## config.mk

```make
export PLATFORM = sky130hd
export DESIGN_NAME = usps_top
export DESIGN_NICKNAME = d
export VERILOG_FILES = /design/src/usps_pkg.sv /design/src/usps_pll_if.sv /design/src/usps_pll_monitor.sv /design/src/usps_top.sv
export VERILOG_INCLUDE_DIRS = /design/src
export SDC_FILE = /design/constraint.sdc
export NUM_CORES = 1
export LEC_CHECK = 0
export BUFFER_PORTS_ARGS = -buffer_cell sky130_fd_sc_hd__buf_2
export CAP_MARGIN = 40
export CORE_MARGIN = 10
export CORE_UTILIZATION = 52
export DETAILED_ROUTE_END_ITERATION = 10
export PLACE_DENSITY = 0.76
export SLEW_MARGIN = 20
export SYNTH_ARGS = -nofsm -noshare
export SYNTH_HDL_FRONTEND = slang
export SYNTH_HIERARCHICAL = 1
export SYNTH_SLANG_ARGS = --single-unit
```

## constraint.sdc

```tcl
create_clock -name pclk -period 3 [get_ports pclk]
set_input_delay 0.45 -clock pclk [delete_from_list [all_inputs] [get_ports pclk]]
set_output_delay 0.45 -clock pclk [all_outputs]
set_load 0.01 [all_outputs]
```

## src/usps_defines.svh

```systemverilog
`ifndef USPS_DEFINES_SVH
`define USPS_DEFINES_SVH

// --------------------------------------------------------------
// Clock and timing
// --------------------------------------------------------------
`define USPS_CLK_MHZ        200
`define USPS_REF_LOSS_NS    1000
`define USPS_REF_LOSS_CYC   ((`USPS_REF_LOSS_NS * `USPS_CLK_MHZ) / 1000)
`define USPS_RST_MIN_NS     1000
`define USPS_RST_MIN_CYC    (((`USPS_RST_MIN_NS * `USPS_CLK_MHZ) + 999) / 1000)
`define USPS_LOCK_EDGES     256

// --------------------------------------------------------------
// Register offsets and fields
// --------------------------------------------------------------
`define USPS_OFS_CTRL       8'h00
`define USPS_OFS_STATUS     8'h04
`define USPS_OFS_FLAGS      8'h08
`define USPS_CTRL_UART      0
`define USPS_CTRL_LVL_LO    1
`define USPS_CTRL_LVL_HI    2
`define USPS_CTRL_LPM       3
`define USPS_CTRL_RST       4'h0
`define USPS_FLAG_LOST      0
`define USPS_FLAG_POR       1
`define USPS_FLAG_SHORT     2
`define USPS_LVL_DEFAULT    2'h0

// --------------------------------------------------------------
// Reference frequencies in kHz
// --------------------------------------------------------------
`define USPS_FREQ_52M       16'hCB20
`define USPS_FREQ_38M4      16'h9600
`define USPS_FREQ_12M       16'h2EE0
`define USPS_FREQ_27M       16'h6978
`define USPS_FREQ_13M       16'h32C8
`define USPS_FREQ_19M2      16'h4B00
`define USPS_FREQ_26M       16'h6590
`define USPS_FREQ_24M       16'h5DC0
`define USPS_FREQ_60M       16'hEA60

`endif

```

## src/usps_pkg.sv

```systemverilog
package usps_pkg;

    // Start-up sequence states
    typedef enum logic [2:0] {
        ST_OFF    = 3'b000,
        ST_SUPPLY = 3'b001,
        ST_PLL    = 3'b010,
        ST_STP    = 3'b011,
        ST_RUN    = 3'b100,
        ST_LOWPWR = 3'b101
    } usps_state_t;

    typedef logic [15:0] usps_khz_t;

endpackage : usps_pkg

```

## src/usps_pll_if.sv

```systemverilog
interface usps_pll_if;
    logic enable;
    logic ref_edge;
    logic locked;
    logic lost;

    modport mon (input enable, output ref_edge, output locked, output lost);
    modport seq (output enable, input ref_edge, input locked, input lost);
endinterface : usps_pll_if

```

## src/usps_pll_monitor.sv

```systemverilog
`include "usps_defines.svh"

module usps_pll_monitor #(
    parameter int LOCK_EDGES = `USPS_LOCK_EDGES,
    parameter int LOSS_CYC   = `USPS_REF_LOSS_CYC
) (
    input  wire logic pclk,
    input  wire logic presetn,
    input  wire logic reference_clock_input,
    usps_pll_if.mon   pll
);

    logic [2:0]  ref_sync_ff;
    logic [15:0] edge_cnt_ff;
    logic [15:0] gap_cnt_ff;
    logic        locked_ff;
    logic        lost_ff;
    wire         rise      = ref_sync_ff[1] & ~ref_sync_ff[2];
    wire         gap_full  = (gap_cnt_ff == 16'(LOSS_CYC - 1));
    wire         cnt_full  = (edge_cnt_ff == 16'(LOCK_EDGES - 1));

    // Two flops for the foreign clock, the third only feeds the edge finder
    always_ff @(posedge pclk or negedge presetn) begin
        if (!presetn) begin
            ref_sync_ff <= 3'h0;
        end else begin
            ref_sync_ff <= {ref_sync_ff[1:0], reference_clock_input};
        end
    end

    // Lock counts only edges seen while enabled, so a late clock delays lock
    always_ff @(posedge pclk or negedge presetn) begin
        if (!presetn) begin
            edge_cnt_ff <= 16'h0;
            gap_cnt_ff  <= 16'h0;
            locked_ff   <= 1'b0;
            lost_ff     <= 1'b0;
        end else if (!pll.enable || (gap_full && !rise)) begin
            edge_cnt_ff <= 16'h0;
            gap_cnt_ff  <= 16'h0;
            locked_ff   <= 1'b0;
            lost_ff     <= pll.enable & locked_ff;
        end else begin
            lost_ff     <= 1'b0;
            gap_cnt_ff  <= rise ? 16'h0 : gap_cnt_ff + 16'h1;
            if (rise && !locked_ff) begin
                edge_cnt_ff <= edge_cnt_ff + 16'h1;
                locked_ff   <= cnt_full;
            end
        end
    end

    assign pll.ref_edge = rise;
    assign pll.locked   = locked_ff;
    assign pll.lost     = lost_ff;

endmodule : usps_pll_monitor

```

## src/usps_top.sv

```systemverilog
// Overview of operation
// - Straps 110 select 26 MHz, 111 select 24 MHz.
// - Other straps select 52, 38.4, 12, 27, 13, 19.2 MHz.
// - Clock pin high at start-up: Link supplies 60 MHz.
// - Only rising reference edges count.
// - Late reference clock delays start by the same amount.
// - Clock with reset pin low never starts the device.
// - STP exits low power; Link restarts clock with it.
// - Clock halt in run drops lock.
// - Regulators on only with reset pin high, else pulled low.
// - Core supply coming up loads register defaults.
// - 1 us reset pin low pulse restores defaults and states.
// - Run needs stable supplies, clock and reset pin high; core_supply_high_ok is only checked in ST_SUPPLY.
// - Reset pin rise may be asynchronous.
// - Supplies stable: pull data bus down, hold DIR until lock.
// - After lock, wait for STP low, then release DIR.
// - DIR stays high while STP is high.
// - In UART mode 3.3V level follows a two-bit field.
//
// Local design decisions: the APB slave port and the register addresses.
`include "usps_defines.svh"

module usps_top #(
    parameter int LOCK_EDGES = `USPS_LOCK_EDGES
) (
    input  wire logic        pclk,
    input  wire logic        presetn,
    input  wire logic [7:0]  paddr,
    input  wire logic        psel,
    input  wire logic        penable,
    input  wire logic        pwrite,
    input  wire logic [31:0] pwdata,
    output logic      [31:0] prdata,
    output logic             pready,
    output logic             pslverr,
    input  wire logic        reference_clock_input,
    input  wire logic        chip_reset_n,
    input  wire logic [2:0]  ref_freq_select_straps,
    input  wire logic        ulpi_clock_output_pin,
    input  wire logic        core_supply_low_ok,
    input  wire logic        core_supply_high_ok,
    input  wire logic        stp,
    output logic             dir,
    output logic             data_pulldown_en,
    output logic             regulator_en,
    output logic             regulator_pulldown_en,
    output logic      [1:0]  uart_supply_level_field,
    output logic             clock_input_mode,
    output logic             ulpi_running,
    output logic             low_power
);

    // ----------------------------------------------------------
    // Strap decoding
    // ----------------------------------------------------------
    function automatic usps_pkg::usps_khz_t ref_khz(input logic [2:0] code,
                                                   input logic       in_mode);
        usps_pkg::usps_khz_t f;
        f = `USPS_FREQ_60M;
        if (!in_mode) begin
            case (code)
                3'h0:    f = `USPS_FREQ_52M;
                3'h1:    f = `USPS_FREQ_38M4;
                3'h2:    f = `USPS_FREQ_12M;
                3'h3:    f = `USPS_FREQ_27M;
                3'h4:    f = `USPS_FREQ_13M;
                3'h5:    f = `USPS_FREQ_19M2;
                3'h6:    f = `USPS_FREQ_26M;
                3'h7:    f = `USPS_FREQ_24M;
                default: f = `USPS_FREQ_60M;
            endcase
        end
        return f;
    endfunction : ref_khz

    // ----------------------------------------------------------
    // Pin synchronisers
    // ----------------------------------------------------------
    localparam int NSYNC = 8;
    logic [NSYNC-1:0] sync1_ff;
    logic [NSYNC-1:0] sync2_ff;
    wire  [NSYNC-1:0] pins_raw = {ref_freq_select_straps, ulpi_clock_output_pin,
                                  core_supply_low_ok, core_supply_high_ok,
                                  stp, chip_reset_n};

    // Reset pin rise is asynchronous, so every pin gets two flops
    always_ff @(posedge pclk or negedge presetn) begin
        if (!presetn) begin
            sync1_ff <= '0;
            sync2_ff <= '0;
        end else begin
            sync1_ff <= pins_raw;
            sync2_ff <= sync1_ff;
        end
    end

    wire       rst_pin_s = sync2_ff[0];
    wire       stp_s     = sync2_ff[1];
    wire       vhigh_s   = sync2_ff[2];
    wire       vlow_s    = sync2_ff[3];
    wire       clkpin_s  = sync2_ff[4];
    wire [2:0] straps_s  = sync2_ff[7:5];

    // ----------------------------------------------------------
    // Reset pin and power-on detection
    // ----------------------------------------------------------
    logic        rst_pin_d_ff;
    logic        vlow_d_ff;
    logic [15:0] low_cnt_ff;
    wire         pin_rise  = rst_pin_s & ~rst_pin_d_ff;
    wire         por_pulse = vlow_s & ~vlow_d_ff;
    wire         soft_clr  = ~rst_pin_s | por_pulse;
    wire         low_short = pin_rise && (low_cnt_ff < 16'(`USPS_RST_MIN_CYC));

    // Width of the last low pulse is kept to flag pulses under the minimum
    always_ff @(posedge pclk or negedge presetn) begin
        if (!presetn) begin
            rst_pin_d_ff <= 1'b0;
            vlow_d_ff    <= 1'b0;
            low_cnt_ff   <= 16'h0;
        end else begin
            rst_pin_d_ff <= rst_pin_s;
            vlow_d_ff    <= vlow_s;
            if (rst_pin_s) begin
                low_cnt_ff <= pin_rise ? low_cnt_ff : 16'h0;
            end else if (low_cnt_ff != 16'hFFFF) begin
                low_cnt_ff <= low_cnt_ff + 16'h1;
            end
        end
    end

    // ----------------------------------------------------------
    // PLL lock monitor
    // ----------------------------------------------------------
    usps_pll_if pll_if ();

    usps_pll_monitor #(
        .LOCK_EDGES (LOCK_EDGES),
        .LOSS_CYC   (`USPS_REF_LOSS_CYC)
    ) u_pll (
        .pclk                  (pclk),
        .presetn               (presetn),
        .reference_clock_input (reference_clock_input),
        .pll                   (pll_if)
    );

    // ----------------------------------------------------------
    // Start-up state machine
    // ----------------------------------------------------------
    usps_pkg::usps_state_t state_ff;
    usps_pkg::usps_state_t nxt_state;
    logic [3:0]  ctrl_ff;
    logic [2:0]  flags_ff;
    logic [2:0]  straps_ff;
    logic        in_mode_ff;
    logic        dir_ff;
    wire         supplies_ok = vlow_s & vhigh_s;
    wire         lpm_req     = ctrl_ff[`USPS_CTRL_LPM];

    // PLL runs only once supplies are up and outside low power
    assign pll_if.enable = (state_ff == usps_pkg::ST_PLL) ||
                           (state_ff == usps_pkg::ST_STP) ||
                           (state_ff == usps_pkg::ST_RUN);

    // Next state; reset pin low overrides everything
    always_comb begin
        nxt_state = state_ff;
        case (state_ff)
            usps_pkg::ST_OFF: begin
                if (rst_pin_s) begin
                    nxt_state = usps_pkg::ST_SUPPLY;
                end
            end
            usps_pkg::ST_SUPPLY: begin
                if (supplies_ok) begin
                    nxt_state = usps_pkg::ST_PLL;
                end
            end
            usps_pkg::ST_PLL: begin
                if (pll_if.locked) begin
                    nxt_state = usps_pkg::ST_STP;
                end
            end
            usps_pkg::ST_STP: begin
                if (!pll_if.locked) begin
                    nxt_state = usps_pkg::ST_PLL;
                end else if (!stp_s) begin
                    nxt_state = usps_pkg::ST_RUN;
                end
            end
            usps_pkg::ST_RUN: begin
                if (pll_if.lost || !pll_if.locked) begin
                    nxt_state = usps_pkg::ST_PLL;
                end else if (lpm_req) begin
                    nxt_state = usps_pkg::ST_LOWPWR;
                end
            end
            usps_pkg::ST_LOWPWR: begin
                if (stp_s) begin
                    nxt_state = usps_pkg::ST_PLL;
                end
            end
            default: nxt_state = usps_pkg::ST_OFF;
        endcase
        if (!rst_pin_s || !vlow_s) begin
            nxt_state = usps_pkg::ST_OFF;
        end
    end

    always_ff @(posedge pclk or negedge presetn) begin
        if (!presetn) begin
            state_ff <= usps_pkg::ST_OFF;
        end else begin
            state_ff <= nxt_state;
        end
    end

    // Straps and clock-mode pin are caught as the device leaves reset
    always_ff @(posedge pclk or negedge presetn) begin
        if (!presetn) begin
            straps_ff  <= 3'h0;
            in_mode_ff <= 1'b0;
        end else if (state_ff == usps_pkg::ST_OFF && nxt_state == usps_pkg::ST_SUPPLY) begin
            straps_ff  <= straps_s;
            in_mode_ff <= clkpin_s;
        end
    end

    // ----------------------------------------------------------
    // APB slave, one wait state
    // ----------------------------------------------------------
    logic [31:0] prdata_ff;
    logic        pready_ff;
    logic        pslverr_ff;
    wire         acc_first = psel & penable & ~pready_ff;
    wire         commit    = psel & penable & pready_ff & pwrite;
    wire         hit_ctrl  = (paddr == `USPS_OFS_CTRL);
    wire         hit_stat  = (paddr == `USPS_OFS_STATUS);
    wire         hit_flag  = (paddr == `USPS_OFS_FLAGS);
    wire         mapped    = hit_ctrl | hit_stat | hit_flag;
    wire usps_pkg::usps_khz_t exp_khz = ref_khz(straps_ff, in_mode_ff);
    wire [31:0]  status_w  = {exp_khz, 6'h00, dir_ff, stp_s, straps_ff,
                              in_mode_ff, pll_if.locked, state_ff};
    wire [31:0]  rdata_w   = hit_ctrl ? {28'h0, ctrl_ff} :
                             hit_stat ? status_w :
                             hit_flag ? {29'h0, flags_ff} : 32'h0;

    always_ff @(posedge pclk or negedge presetn) begin
        if (!presetn) begin
            pready_ff  <= 1'b0;
            pslverr_ff <= 1'b0;
            prdata_ff  <= 32'h0;
        end else begin
            pready_ff  <= acc_first;
            pslverr_ff <= acc_first & ~mapped;
            prdata_ff  <= (acc_first && !pwrite) ? rdata_w : 32'h0;
        end
    end

    // ----------------------------------------------------------
    // Control and flag registers
    // ----------------------------------------------------------
    wire [2:0] flag_set = {low_short, por_pulse, pll_if.lost};
    wire [2:0] flag_clr = (commit && hit_flag) ? pwdata[2:0] : 3'h0;

    // Defaults return on power-up and while the reset pin is low
    always_ff @(posedge pclk or negedge presetn) begin
        if (!presetn) begin
            ctrl_ff <= `USPS_CTRL_RST;
        end else if (soft_clr) begin
            ctrl_ff <= `USPS_CTRL_RST;
        end else if (commit && hit_ctrl) begin
            ctrl_ff <= pwdata[3:0];
        end else if (state_ff == usps_pkg::ST_LOWPWR && stp_s) begin
            ctrl_ff[`USPS_CTRL_LPM] <= 1'b0;
        end
    end

    // Sticky flags, write one to clear; a new event wins over the clear
    always_ff @(posedge pclk or negedge presetn) begin
        if (!presetn) begin
            flags_ff <= 3'h0;
        end else if (!rst_pin_s) begin
            flags_ff <= 3'h0;
        end else begin
            flags_ff <= (flags_ff & ~flag_clr) | flag_set;
        end
    end

    // ----------------------------------------------------------
    // Pin outputs
    // ----------------------------------------------------------
    logic       pd_ff;
    logic       reg_en_ff;
    logic       reg_pd_ff;
    logic [1:0] lvl_ff;
    logic       run_ff;
    logic       lp_ff;
    wire        bus_held  = (state_ff == usps_pkg::ST_PLL) || (state_ff == usps_pkg::ST_STP);
    wire        uart_mode = ctrl_ff[`USPS_CTRL_UART];

    // DIR stays high from supplies good until lock and STP low
    always_ff @(posedge pclk or negedge presetn) begin
        if (!presetn) begin
            dir_ff    <= 1'b0;
            pd_ff     <= 1'b0;
            reg_en_ff <= 1'b0;
            reg_pd_ff <= 1'b1;
            lvl_ff    <= `USPS_LVL_DEFAULT;
            run_ff    <= 1'b0;
            lp_ff     <= 1'b0;
        end else begin
            dir_ff    <= bus_held;
            pd_ff     <= bus_held;
            reg_en_ff <= rst_pin_s;
            reg_pd_ff <= ~rst_pin_s;
            lvl_ff    <= uart_mode ? ctrl_ff[`USPS_CTRL_LVL_HI:`USPS_CTRL_LVL_LO]
                                   : `USPS_LVL_DEFAULT;
            run_ff    <= (state_ff == usps_pkg::ST_RUN);
            lp_ff     <= (state_ff == usps_pkg::ST_LOWPWR);
        end
    end

    assign prdata                  = prdata_ff;
    assign pready                  = pready_ff;
    assign pslverr                 = pslverr_ff;
    assign dir                     = dir_ff;
    assign data_pulldown_en        = pd_ff;
    assign regulator_en            = reg_en_ff;
    assign regulator_pulldown_en   = reg_pd_ff;
    assign uart_supply_level_field = lvl_ff;
    assign clock_input_mode        = in_mode_ff;
    assign ulpi_running            = run_ff;
    assign low_power               = lp_ff;

endmodule : usps_top

```

==> flow_metrics.env <==
export IMPL_numCtsBuffers=17
export IMPL_power_leakage_nw=2.83
export IMPL_tns_ns=0
export IMPL_critPathRequiredTime_ns=3.35
export IMPL_antennaDiodeCount=0
export IMPL_path_max_fanout=16
export IMPL_clock_fmax_mhz=456
export IMPL_syn_inst=503
export IMPL_cellPowerDensity_nw_per_um2=634
export IMPL_die_y_um=121
export IMPL_finalMaxSlewViolations=0
export IMPL_crit_path_max_incr_delay_ns=0.55
export IMPL_reg2reg_depth=5
export IMPL_cts_root_buf="clkbuf_8"
export IMPL_overflow=0
export IMPL_port_buffers=59
export IMPL_setup_viol=0
export IMPL_use_met3=0.0596
export IMPL_viasPerCell=5.70
export IMPL_grtUsageMet1=0.197
export IMPL_htreeDepth=4
export IMPL_mappedNetlistArea_um2=5330
export IMPL_grt_max_degree=56
export IMPL_fillers=749
export IMPL_fin_util=0.645
export IMPL_hold_slack_ns=0.0546
export IMPL_final_common_cell="dfrtp_1"
export IMPL_route_detailed_drc=0
export IMPL_clk_latency_ns=0.50
export IMPL_wl_um=11100
export IMPL_worstPathCellList="ha_1 > nand4_1 > or4_1 > o211ai_2 > nor2_1"
export IMPL_grt_pass1_vias=4071
export IMPL_min_path_type="in -> reg"
export IMPL_crit_slowest_cell="o211ai_2"
export IMPL_skew_ns=0.00826
export IMPL_area_growth_pct=19.4
export IMPL_crit_type="reg -> reg"
export IMPL_grt_busiest_layer="met2"
export IMPL_clockBufferDepth=2
export IMPL_vdd_ir_drop_max_mv=0.357
export IMPL_core_area_um2=9860
export IMPL_die_area_um2=14700
export IMPL_drtIter0Drc=369
export IMPL_antenna_found_initial=0
export IMPL_initial_core_util=0.541
export IMPL_avgRoutedWirePerCell_um=15.6
export IMPL_hpwl_um=7480
export IMPL_grt_pass1_wl_um=19200
export IMPL_power_mw=4.03
export IMPL_endpoint_kind="flip-flop"
export IMPL_place_gp_congestion=0.876
export IMPL_drv_cap=0
export IMPL_grt_setup_unrepaired="false"
export IMPL_final_area_um2=6370
export IMPL_status="complete, no violations"
export IMPL_finalHoldViolCount=0
export IMPL_use_met2=0.242
export IMPL_slew_headroom=0.561
export IMPL_min_period_over_period=0.732
export IMPL_cts_clk_slew_worst_paths_ns=0.06
export IMPL_cts_sinks=116
export IMPL_cts_tree="yes"
export IMPL_final_antenna_net_count=0
export IMPL_postCtsSetupRepairBufs=0
export IMPL_fin_crit_ns=2.20
export IMPL_dpl_cell_area_um2=5710
export IMPL_grt_total_usage=0.157
export IMPL_rows=36
export IMPL_worst_slew_pin_slew_ns=0.659
export IMPL_hold_path_depth=1
export IMPL_startpoint_type="flip-flop"
export IMPL_crit_arrival_ns=2.55
export IMPL_die_w_um=121
export IMPL_ys_warn_count=6
export IMPL_nNetsFinal=630
export IMPL_io_pins=97
export IMPL_avgSynthCellArea_um2=10.6
export IMPL_layout_common_cells="115 x dfrtp_1, 58 x buf_2, 56 x nor2_1"
export IMPL_drive_gt1_frac=0.197
export IMPL_via_count=4065
export IMPL_drt_pass1_iter_count=5
## flip-flops by register name (all words and copies together) (netlist names), 2 cells and up
signal                   flops
low_cnt_ff                  16
state_ff                     3
u_pll/ref_sync_ff            3
prdata                      23
straps_ff                    3
uart_supply_level_field      2
u_pll/edge_cnt_ff           16
sync1_ff                     8
ctrl_ff                      4
u_pll/gap_cnt_ff            16
flags_ff                     3
sync2_ff                     8
## metrics by stage
step / std cells / setup WS [ns]
2_1_floorplan: 511 / 1.09
3_5_place_dp: 680 / 0.791
6_report: 713 / 0.805
5_1_grt: 713 / 0.601
3_3_place_gp: 680 / 0.859
4_1_cts: 713 / 0.796
## per-layer routing
layer	part of all wire	vias up	wire length [µm]
met5	0	-	0
met4	0.012	0	131
met3	0.071	14	793
met2	0.47	146	5270
met1	0.44	1989	4930
li1	-	1916	-
## cell type report
class | instances | area, µm² | area share
clock buffers | 20 | 445 | 0.0700
multi-input cells | 355 | 2260 | 0.354
inverters | 14 | 52.6 | 0.00825
repair buffers | 63 | 343 | 0.0538
flip-flops and latches | 116 | 2900 | 0.456
clock inverters | 12 | 200 | 0.0314
well taps | 133 | 166 | 0.0261
## power breakdown
part	leakage (nW)	switching, mW	total [mW]	internal [mW]
Sequential	1.55	0.0542	1.66	1.60
Combinational	0.964	0.128	0.198	0.0699
Clock	0.308	0.702	2.18	1.48
## what timing repair did
action	CTS	global route
hold buffers	1	0
hold endpoints to repair	9	0
gates resized for setup	0	0
## path summary, 6_finish.rpt
kind,from,to,slack (ns)
worst min register to register,sync1_ff[7],sync2_ff[7],0.34
worst max register to register,u_pll/gap_cnt_ff[0],u_pll/gap_cnt_ff[12],0.80
max in group asynchronous,presetn,regulator_pulldown_en,1.68
worst max-delay path,u_pll/gap_cnt_ff[0],u_pll/gap_cnt_ff[12],0.80
worst min-delay path,core_supply_high_ok,sync1_ff[2],0.05
min in group asynchronous,presetn,prdata[21],0.53
## critical path: cells and delay by family, from the launching register on
family                     cells  cell delay [ns]
AOI/OAI and AO/OA              1             0.55
adders and majority gates      1             0.24
and+or+nand+nor                3             0.88
DFF                            1             0.37
Note: power is estimated with default switching activity, not from simulation.
